<file path="src/hw/hpc_pkg.sv">
/*
 * Shared constants and types of the hibernation power-control block:
 * register offsets, control layout, interrupt bit positions, reset values.
 * Assumes a 32-bit register port with byte addresses, word aligned.
 */
package hpc_pkg;

    // register byte offsets
    localparam logic [9:0] OFS_CTRL   = 10'h000;
    localparam logic [9:0] OFS_COUNT  = 10'h004;
    localparam logic [9:0] OFS_MATCH0 = 10'h008;
    localparam logic [9:0] OFS_MATCH1 = 10'h00C;
    localparam logic [9:0] OFS_LOAD   = 10'h010;
    localparam logic [9:0] OFS_TRIM   = 10'h014;
    localparam logic [9:0] OFS_IMASK  = 10'h018;
    localparam logic [9:0] OFS_RSTAT  = 10'h01C;
    localparam logic [9:0] OFS_MSTAT  = 10'h020;
    localparam logic [1:0] DATA_PAGE  = 2'h1;

    // interrupt / status bit positions
    localparam int IRQ_LOWBAT = 0;
    localparam int IRQ_MATCH0 = 1;
    localparam int IRQ_MATCH1 = 2;
    localparam int IRQ_WAKE   = 3;
    localparam int NIRQ       = 4;

    // reset values and timing counts
    localparam logic [7:0]  CTRL_RST    = 8'h00;
    localparam logic [31:0] MATCH_RST   = 32'hFFFFFFFF;
    localparam logic [15:0] PREDIV_NOM  = 16'h7FFF;
    localparam logic [6:0]  XTAL_DIV_M1 = 7'h7F;
    localparam logic [5:0]  TRIM_SEC    = 6'h3F;

    typedef enum logic {HPC_RUN, HPC_SLEEP} hpc_state_e;

    typedef struct packed {
        logic vabort;
        logic slow_clock_enable;
        logic lowbat_en;
        logic rtc_wake_en;
        logic pin_wake_en;
        logic slow_clock_type_select;
        logic rtc_en;
        logic sleep_request_bit;
    } hpc_ctrl_s;

endpackage

</file>
<file path="src/hw/hpc_top.sv">
/*
 * Hibernation power control: open-drain power-off request, wake logic,
 * 32-bit RTC with predivider and trim, two match values, retained words,
 * low-battery detection and a masked interrupt.
 * Assumes all inputs but OSC_IN_I synchronous to CORE_CLK_I and the oscillator input
 * far slower than CORE_CLK_I.
 */
//
// What this block does
// (RQ1) Drive power-off low while hibernating
// (RQ2) Wake on wake pin or RTC match
// (RQ3) Detect low battery, optionally refuse hibernate
// (RQ4) 32-bit RTC counter on slow clock
// (RQ5) Two 32-bit match values against RTC
// (RQ6) Sixty-four retained 32-bit words
// (RQ7) Maskable match, wake, low-battery interrupts
// (RQ8) Software spaces writes to slow registers
// (RQ9) Back-to-back reads need no spacing
// (RQ10) System always supplies the slow clock
// (RQ11) Crystal input divided by 128
// (RQ12) Slow clock only after enable bit
// (RQ13) Type select: 0 crystal, 1 oscillator
// (RQ14) Software waits for crystal to settle
// (RQ15) Wake releases power-off, supply returns
// (RQ16) Predivider makes one-second RTC tick
// (RQ17) Request bit starts hibernation
// (RQ18) Slow clock crosses safely into core
`timescale 1ns/1ps

module hpc_top
    import hpc_pkg::*;
#(
    parameter int DATA_WORDS = 64
) (
    input  wire logic        CORE_CLK_I,
    input  wire logic        SYS_RST_I,
    input  wire logic [9:0]  ADDR_I,
    input  wire logic [31:0] WDATA_I,
    input  wire logic        WR_I,
    input  wire logic        RD_I,
    output logic      [31:0] RDATA_O,
    input  wire logic        OSC_IN_I,
    output logic             OSC_OUT_O,
    input  wire logic        WAKE_N_I,
    input  wire logic        LOW_BATT_I,
    output logic             POWER_OFF_REQUEST_N_O,
    output logic             POWER_OFF_REQUEST_N_OE_O,
    output logic             IRQ_O
);

    ////////////////////////////////////////////////////////////////////
    // state
    hpc_state_e      state;
    hpc_state_e      next_state;
    hpc_ctrl_s       ctrl;
    logic [31:0]     rtc;
    logic [31:0]     match0;
    logic [31:0]     match1;
    logic [15:0]     trim;
    logic [15:0]     prediv;
    logic [5:0]      sec_cnt;
    logic [6:0]      div_cnt;
    logic [NIRQ-1:0] ris;
    logic [NIRQ-1:0] imask;
    logic [31:0]     mem [DATA_WORDS];
    logic            osc_s1;
    logic            osc_s2;
    logic            osc_s3;
    logic            wake_d;
    logic            lowbat_d;
    logic            eq0_d;
    logic            eq1_d;

    ////////////////////////////////////////////////////////////////////
    // register decode
    wire wr_ctrl   = WR_I && ADDR_I == OFS_CTRL;
    wire wr_match0 = WR_I && ADDR_I == OFS_MATCH0;
    wire wr_match1 = WR_I && ADDR_I == OFS_MATCH1;
    wire wr_load   = WR_I && ADDR_I == OFS_LOAD;
    wire wr_trim   = WR_I && ADDR_I == OFS_TRIM;
    wire wr_imask  = WR_I && ADDR_I == OFS_IMASK;
    wire wr_rstat  = WR_I && ADDR_I == OFS_RSTAT;
    wire is_data   = ADDR_I[9:8] == DATA_PAGE;
    wire wr_data   = WR_I && is_data;
    wire [5:0] data_idx = ADDR_I[7:2];
    wire [NIRQ-1:0] mis = ris & imask;

    // reads are single cycle with no spacing needed [RQ9]
    wire [31:0] rd_mux =
        is_data                ? mem[data_idx] :
        ADDR_I == OFS_CTRL     ? {24'h000000, ctrl} :
        ADDR_I == OFS_COUNT    ? rtc :
        ADDR_I == OFS_MATCH0   ? match0 :
        ADDR_I == OFS_MATCH1   ? match1 :
        ADDR_I == OFS_LOAD     ? rtc :
        ADDR_I == OFS_TRIM     ? {16'h0000, trim} :
        ADDR_I == OFS_IMASK    ? {28'h0000000, imask} :
        ADDR_I == OFS_RSTAT    ? {28'h0000000, ris} :
        ADDR_I == OFS_MSTAT    ? {28'h0000000, mis} : 32'h00000000;

    ////////////////////////////////////////////////////////////////////
    // slow clock: oscillator sampled into the core domain
    // s1 feeds s2 only; edge detection looks at s2/s3 [RQ18]
    wire osc_edge  = osc_s2 && !osc_s3;
    // crystal path counts 128 edges per tick, oscillator ticks each edge
    wire slow_tick = ctrl.slow_clock_enable && osc_edge &&               // [RQ12]
                     (ctrl.slow_clock_type_select || div_cnt == XTAL_DIV_M1); // [RQ11] [RQ13]

    always_ff @(posedge CORE_CLK_I or posedge SYS_RST_I) begin
        if (SYS_RST_I) begin
            osc_s1 <= 1'b0;
            osc_s2 <= 1'b0;
            osc_s3 <= 1'b0;
        end else begin
            osc_s1 <= OSC_IN_I;
            osc_s2 <= osc_s1;
            osc_s3 <= osc_s2;
        end
    end

    always_ff @(posedge CORE_CLK_I or posedge SYS_RST_I) begin
        if (SYS_RST_I) begin
            div_cnt <= 7'h00;
        end else if (!ctrl.slow_clock_enable || ctrl.slow_clock_type_select) begin
            div_cnt <= 7'h00;
        end else if (osc_edge) begin
            div_cnt <= div_cnt + 7'h01;                                 // [RQ11]
        end
    end

    // crude inverting drive for a crystal; idle low otherwise
    always_ff @(posedge CORE_CLK_I or posedge SYS_RST_I) begin
        if (SYS_RST_I) begin
            OSC_OUT_O <= 1'b0;
        end else begin
            OSC_OUT_O <= ctrl.slow_clock_enable && !ctrl.slow_clock_type_select && !osc_s2;
        end
    end

    ////////////////////////////////////////////////////////////////////
    // predivider and RTC; trim replaces nominal once every 64 seconds
    wire        sec_tick   = slow_tick && ctrl.rtc_en && prediv == 16'h0000;
    wire [15:0] prediv_top = (sec_cnt == TRIM_SEC) ? trim : PREDIV_NOM;

    always_ff @(posedge CORE_CLK_I or posedge SYS_RST_I) begin
        if (SYS_RST_I) begin
            prediv  <= PREDIV_NOM;
            sec_cnt <= 6'h00;
        end else if (slow_tick && ctrl.rtc_en) begin
            prediv  <= (prediv == 16'h0000) ? prediv_top : prediv - 16'h0001; // [RQ16]
            sec_cnt <= sec_tick ? sec_cnt + 6'h01 : sec_cnt;
        end
    end

    // software load wins over the tick
    always_ff @(posedge CORE_CLK_I or posedge SYS_RST_I) begin
        if (SYS_RST_I) begin
            rtc <= 32'h00000000;
        end else if (wr_load) begin
            rtc <= WDATA_I;
        end else if (sec_tick) begin
            rtc <= rtc + 32'h00000001;                                  // [RQ4]
        end
    end

    always_ff @(posedge CORE_CLK_I or posedge SYS_RST_I) begin
        if (SYS_RST_I) begin
            match0 <= MATCH_RST;
            match1 <= MATCH_RST;
            trim   <= PREDIV_NOM;
            imask  <= '0;
        end else begin
            if (wr_match0) match0 <= WDATA_I;                           // [RQ5]
            if (wr_match1) match1 <= WDATA_I;                           // [RQ5]
            if (wr_trim)   trim   <= WDATA_I[15:0];
            if (wr_imask)  imask  <= WDATA_I[NIRQ-1:0];                 // [RQ7]
        end
    end

    // retained words: no reset so content survives a system reset
    always_ff @(posedge CORE_CLK_I) begin
        if (wr_data) begin
            mem[data_idx] <= WDATA_I;                                   // [RQ6]
        end
    end

    ////////////////////////////////////////////////////////////////////
    // events
    wire eq0       = rtc == match0;
    wire eq1       = rtc == match1;
    wire ev_match0 = ctrl.rtc_en && eq0 && !eq0_d;                      // [RQ5]
    wire ev_match1 = ctrl.rtc_en && eq1 && !eq1_d;                      // [RQ5]
    wire ev_wake   = !WAKE_N_I && wake_d;
    // battery is not measured while hibernating
    wire lowbat    = ctrl.lowbat_en && LOW_BATT_I && state == HPC_RUN;  // [RQ3]
    wire ev_lowbat = lowbat && !lowbat_d;
    wire [NIRQ-1:0] ev_vec = {ev_wake, ev_match1, ev_match0, ev_lowbat};

    always_ff @(posedge CORE_CLK_I or posedge SYS_RST_I) begin
        if (SYS_RST_I) begin
            wake_d   <= 1'b1;
            lowbat_d <= 1'b0;
            eq0_d    <= 1'b0;
            eq1_d    <= 1'b0;
        end else begin
            wake_d   <= WAKE_N_I;
            lowbat_d <= lowbat;
            eq0_d    <= eq0;
            eq1_d    <= eq1;
        end
    end

    // write-one-to-clear; a same-cycle event keeps its bit
    always_ff @(posedge CORE_CLK_I or posedge SYS_RST_I) begin
        if (SYS_RST_I) begin
            ris <= '0;
        end else begin
            ris <= (ris & ~(wr_rstat ? WDATA_I[NIRQ-1:0] : '0)) | ev_vec; // [RQ7]
        end
    end

    assign IRQ_O = |mis;                                                // [RQ7]

    ////////////////////////////////////////////////////////////////////
    // hibernate sequencing
    wire abort    = ctrl.vabort && lowbat;                              // [RQ3]
    wire go_sleep = wr_ctrl && WDATA_I[0] && !abort;                    // [RQ17]
    wire wake_now = (ctrl.pin_wake_en && !WAKE_N_I) ||
                    (ctrl.rtc_wake_en && (ev_match0 || ev_match1));     // [RQ2]

    always_comb begin
        next_state = state;
        case (state)
            HPC_RUN: begin
                if (go_sleep) next_state = HPC_SLEEP;                   // [RQ17]
            end
            HPC_SLEEP: begin
                if (wake_now) next_state = HPC_RUN;                     // [RQ2] [RQ15]
            end
            default: next_state = HPC_RUN;
        endcase
    end

    // request bit clears as hibernation ends; a control write in that cycle wins over the clear
    always_ff @(posedge CORE_CLK_I or posedge SYS_RST_I) begin
        if (SYS_RST_I) begin
            state <= HPC_RUN;
            ctrl  <= CTRL_RST;
        end else begin
            state <= next_state;
            if (wr_ctrl) begin
                ctrl <= {WDATA_I[7:1], go_sleep};
            end else if (next_state == HPC_RUN) begin
                ctrl.sleep_request_bit <= 1'b0;
            end
        end
    end

    // open drain: pull low while hibernating, released on wake
    assign POWER_OFF_REQUEST_N_O    = 1'b0;
    assign POWER_OFF_REQUEST_N_OE_O = state == HPC_SLEEP;              // [RQ1] [RQ15]

    always_ff @(posedge CORE_CLK_I or posedge SYS_RST_I) begin
        if (SYS_RST_I) begin
            RDATA_O <= 32'h00000000;
        end else if (RD_I) begin
            RDATA_O <= rd_mux;                                          // [RQ9]
        end
    end
endmodule

</file>
<file path="config.mk">
export PLATFORM = sky130hd
export DESIGN_NAME = hpc_top
export DESIGN_NICKNAME = d
export VERILOG_FILES = /design/src/hw/hpc_pkg.sv /design/src/hw/hpc_top.sv
export SDC_FILE = /design/constraint.sdc
export NUM_CORES = 2
export LEC_CHECK = 0
export BUFFER_PORTS_ARGS = -buffer_cell sky130_fd_sc_hd__buf_2
export CAP_MARGIN = 25
export CORE_MARGIN = 2
export CORE_UTILIZATION = 63
export CTS_BUF_LIST = sky130_fd_sc_hd__clkbuf_16
export DETAILED_ROUTE_END_ITERATION = 16
export PLACE_DENSITY = 0.81
export SYNTH_ARGS = -nofsm -noshare
export SYNTH_HDL_FRONTEND = slang
export SYNTH_SLANG_ARGS = --single-unit
export TNS_END_PERCENT = 1
</file>
<file path="constraint.sdc">
create_clock -name CORE_CLK_I -period 6.8 [get_ports CORE_CLK_I]
set_clock_uncertainty 0.05 [all_clocks]
set_input_delay 0.68 -clock CORE_CLK_I [delete_from_list [all_inputs] [get_ports CORE_CLK_I]]
set_output_delay 0.68 -clock CORE_CLK_I [all_outputs]
set_load 0.01 [all_outputs]
</file>
==> out/qor.log <==
[timing] endpoints failing setup 0
[global_route] GRT Overall Usage 39.5%
[detailed_routing] drt wl/cell 41.5 microns
[floorplan] height of the chip 380 microns
[detailed_routing] Total Routed Length 283000 microns
[logic_synthesis] Synth Warn # 0
[clock_network] TritonCTS clock tree done
[timing] worst hold slack -12.4 ps
[placed_design] RePlAce Congestion 1.01
[power_and_ir_drop] worst IR drop on VDD 0.232 mV
[final_layout] share of layout cells above drive strength 1 26.0%
[timing] max-slew violation count 2
[clock_network] hold buffer count at CTS 2
[final_layout] FILL cells 7878
[worst_setup_path] critical path fanouts, max 58
[floorplan] area of the core region 0.140 sq mm
[timing] number of endpoints with negative hold slack in the final report 2
[logic_synthesis] portion of the post-synthesis area used by sequential elements 74.9%
[floorplan] number of placement rows 137
[detailed_routing] number of vias per cell 7.55
[floorplan] die outline area 0.144 sq mm
[floorplan] die extent in x 380 microns
[flow_run] MaxCap Viol Count 0
[placed_design] cell area after placement 0.0925 sq mm
[logic_synthesis] number of synthesized flops with an enable pin 2048
[final_layout] final design area excluding fillers 0.0990 sq mm
[detailed_routing] drt first pass iters 9
[placed_design] half-perimeter wire length after detailed placement 164000 microns
[clock_network] htree depth 4
[clock_network] number of CTS-inserted buffers 210
[clock_network] Resized cells post-CTS 0
[floorplan] effective utilization at floorplan 63.6%
[hold_path] Worst Hold Class input port to asynchronous set/reset pin
[final_layout] Post-layout nets 4822
[worst_setup_path] critical path startpoint category input port
[global_route] first-pass GRT wire length 394000 microns
[outcome] violated checks hold timing, slew limit
[clock_network] Num Clock Sinks 2246
[detailed_routing] initial drt markers 10.7k
[logic_synthesis] top_reg_cell synth sky130_fd_sc_hd__edfxtp_1
[logic_synthesis] number of nets produced by synthesis 4625
[logic_synthesis] fraction of registers with async set or reset after synthesis 8.82%
[timing] post-route clock period utilization 62.2%
[clock_network] Root Buffer Master sky130_fd_sc_hd__clkbuf_16
[logic_synthesis] count of mapped cells out of synthesis 4571
[timing] Fmax achieved 236 MHz
[clock_network] CTS max path bufs 3
[worst_setup_path] worst setup path startpoint ADDR_I[2]
[logic_synthesis] syn avg cell area 19.4 sq um
[final_layout] area growth from synthesis to final layout 11.4%
[final_layout] fraction of the core area covered by cells at the end of the flow 70.9%
[timing] unrepaired setup endpoints after global routing no
[placed_design] total instance count after detailed placement 6427
[worst_setup_path] Setup crit end kind flip-flop
[placed_design] number of buffers added on ports 83
[outcome] outcome finished, violations left
[floorplan] number of primary I/O pins 85
[global_route] via count of the first global-routing pass 50.1k
[global_route] Remaining Overflow, GRT 0
[power_and_ir_drop] power density cells 282 mW/mm^2
[detailed_routing] number of nets still failing antenna checks after routing 0
[timing] shortest clock period the worst path allows after layout 4230 ps
[global_route] antenna violations before repair 26
[timing] normalized max-slew margin -7.54%
[worst_setup_path] arrival time reported for the critical path endpoint 4910 ps
[clock_network] number of buffers inserted by post-CTS setup repair 0
[global_route] largest net degree at the start of global routing 122
[worst_setup_path] Reg2Reg Launch Point mem[39][28]
[clock_network] clock transition at the register clock pins on the worst setup and hold paths after CTS 60 ps
[timing] Setup TNS Final 0 ps
[logic_synthesis] Netlist cell types 87
[detailed_routing] number of DRC violations after detailed routing 0
[timing] Slew @ Worst Pin 1610 ps
[detailed_routing] total via count after detailed routing 51.6k
[clock_network] clock insertion delay at the later pin of the skew report 880 ps
[logic_synthesis] number of flip-flops and latches in the synthesized netlist 2246
[worst_setup_path] critical path start-end classification input port to flip-flop
[final_layout] Final Instance Count excl. Fillers 6829
[power_and_ir_drop] Leakage Power 0.0326 uW
[logic_synthesis] post-synth design cell area 0.0889 sq mm
[worst_setup_path] required time of the critical path 7480 ps
final timing paths:
path | end | slack, ps | cells past startpoint
setup reg to reg | RDATA_O[28] | 3110 | 6
min in group CORE_CLK_I | lowbat_d | 80 | 3
hold reg to reg | osc_s2 | 310 | 0
hold / removal | div_cnt[6] | -10 | 2
max in group asynchronous | match0[29] | 5330 | 4
setup / recovery | RDATA_O[0] | 2570 | 7
metal layers:
metal | global-route usage, % | part of all wire, % | wire length (microns) | up-vias
met5 | 0.298 | 0.080 | 227 | -
met4 | 24.0 | 8.0 | 22500 | 24
met3 | 16.1 | 17 | 49000 | 1184
met2 | 57.5 | 44 | 124000 | 5387
met1 | 50.2 | 31 | 87000 | 25800
li1 | - | - | - | 19200
cells in the final DEF (no fill, tap or decap), types with 27 or more instances in the layout:
cell / Yosys / final
sky130_fd_sc_hd__a21oi_1: 85 / 85
sky130_fd_sc_hd__a22oi_1: 189 / 189
sky130_fd_sc_hd__xnor2_1: 27 / 27
sky130_fd_sc_hd__nor4_1: 29 / 28
sky130_fd_sc_hd__buf_2: 52 / 82
sky130_fd_sc_hd__buf_4: 49 / 172
sky130_fd_sc_hd__inv_1: 16 / 68
sky130_fd_sc_hd__clkbuf_16: 0 / 211
sky130_fd_sc_hd__nor2_1: 170 / 106
sky130_fd_sc_hd__nand4_1: 60 / 60
sky130_fd_sc_hd__clkinv_1: 0 / 59
sky130_fd_sc_hd__nand3_1: 86 / 85
sky130_fd_sc_hd__nand2_1: 155 / 155
sky130_fd_sc_hd__mux2_2: 102 / 102
sky130_fd_sc_hd__dfrtp_1: 103 / 103
sky130_fd_sc_hd__mux4_2: 423 / 423
sky130_fd_sc_hd__edfxtp_1: 2048 / 2048
sky130_fd_sc_hd__nor2_4: 0 / 64
sky130_fd_sc_hd__xor2_1: 79 / 79
sky130_fd_sc_hd__o22ai_1: 34 / 34
sky130_fd_sc_hd__mux2i_1: 223 / 223
sky130_fd_sc_hd__clkinv_2: 0 / 34
sky130_fd_sc_hd__dfstp_2: 95 / 95
sky130_fd_sc_hd__o21ai_0: 51 / 51
registers in the layout (all words and copies together) (netlist names):
signal	flops
mem	2048
RDATA_O	32
match0	32
match1	32
rtc	32
prediv	16
trim	16
ctrl	8
div_cnt	7
sec_cnt	6
imask	4
ris	4
OSC_OUT_O	1
POWER_OFF_REQUEST_N_OE_O	1
eq0_d	1
eq1_d	1
lowbat_d	1
osc_s1	1
osc_s2	1
osc_s3	1
wake_d	1
power by group:
part	switching, uW	leakage, uW	internal, uW
registers	83.9	0.0206	15100
clock network	5200	0.00336	6010
logic	1070	0.00861	445
per-stage QoR:
step | total power, uW | setup WS (ps)
final | 27900 | 2570
after global routing | 28400 | 2660
after CTS | 27800 | 2580
after detailed placement | 16900 | 1680
after global placement | 16900 | 1730
after floorplan | 16200 | 830
kinds of logic after synthesis:
logic type	count (synthesis)	synth area share, %
xor gates and xnor gates	106	1.04
muxes	752	14.6
other	1	0.00422
DFF	2246	74.9
AOI/OAI and AO/OA	507	3.99
adders and majority gates	5	0.0704
buffers and inverters	305	1.61
and+or+nand+nor	649	3.80
worst max-delay path: stages:
cell,delay (ps)
sky130_fd_sc_hd__buf_8,560
sky130_fd_sc_hd__buf_4,790
sky130_fd_sc_hd__mux4_2,600
sky130_fd_sc_hd__a2111oi_0,900
sky130_fd_sc_hd__a21oi_1,400
sky130_fd_sc_hd__o31ai_1,720
sky130_fd_sc_hd__a31oi_1,160
cell usage after synthesis, types with 51 or more instances:
| master | count | area, sq um |
|---|---|---|
| sky130_fd_sc_hd__nand3_1 | 86 | 430 |
| sky130_fd_sc_hd__a22oi_1 | 189 | 1420 |
| sky130_fd_sc_hd__nand4_1 | 60 | 375 |
| sky130_fd_sc_hd__edfxtp_1 | 2048 | 61500 |
| sky130_fd_sc_hd__dfstp_2 | 95 | 2500 |
| sky130_fd_sc_hd__nand2_1 | 155 | 582 |
| sky130_fd_sc_hd__mux4_2 | 423 | 9530 |
| sky130_fd_sc_hd__clkbuf_1 | 156 | 586 |
| sky130_fd_sc_hd__dfrtp_1 | 103 | 2580 |
| sky130_fd_sc_hd__buf_2 | 52 | 260 |
| sky130_fd_sc_hd__xor2_1 | 79 | 692 |
| sky130_fd_sc_hd__a21oi_1 | 85 | 425 |
| sky130_fd_sc_hd__nor2_1 | 170 | 638 |
| sky130_fd_sc_hd__mux2i_1 | 223 | 2230 |
| sky130_fd_sc_hd__mux2_2 | 102 | 1150 |
| sky130_fd_sc_hd__o21ai_0 | 51 | 255 |
cell type report:
type	count	area, sq um	share of cell area [%]
repair buffers	273	2010	2.03
well taps	1876	2350	2.37
flip-flops and latches	2246	66600	67.2
clock buffers	211	5280	5.33
inverters	17	71.3	0.0720
clock inverters	177	1180	1.20
diodes	9	22.5	0.0227
multi-input cells	2020	21600	21.8
No activity file was read; power rests on OpenSTA's default activity.
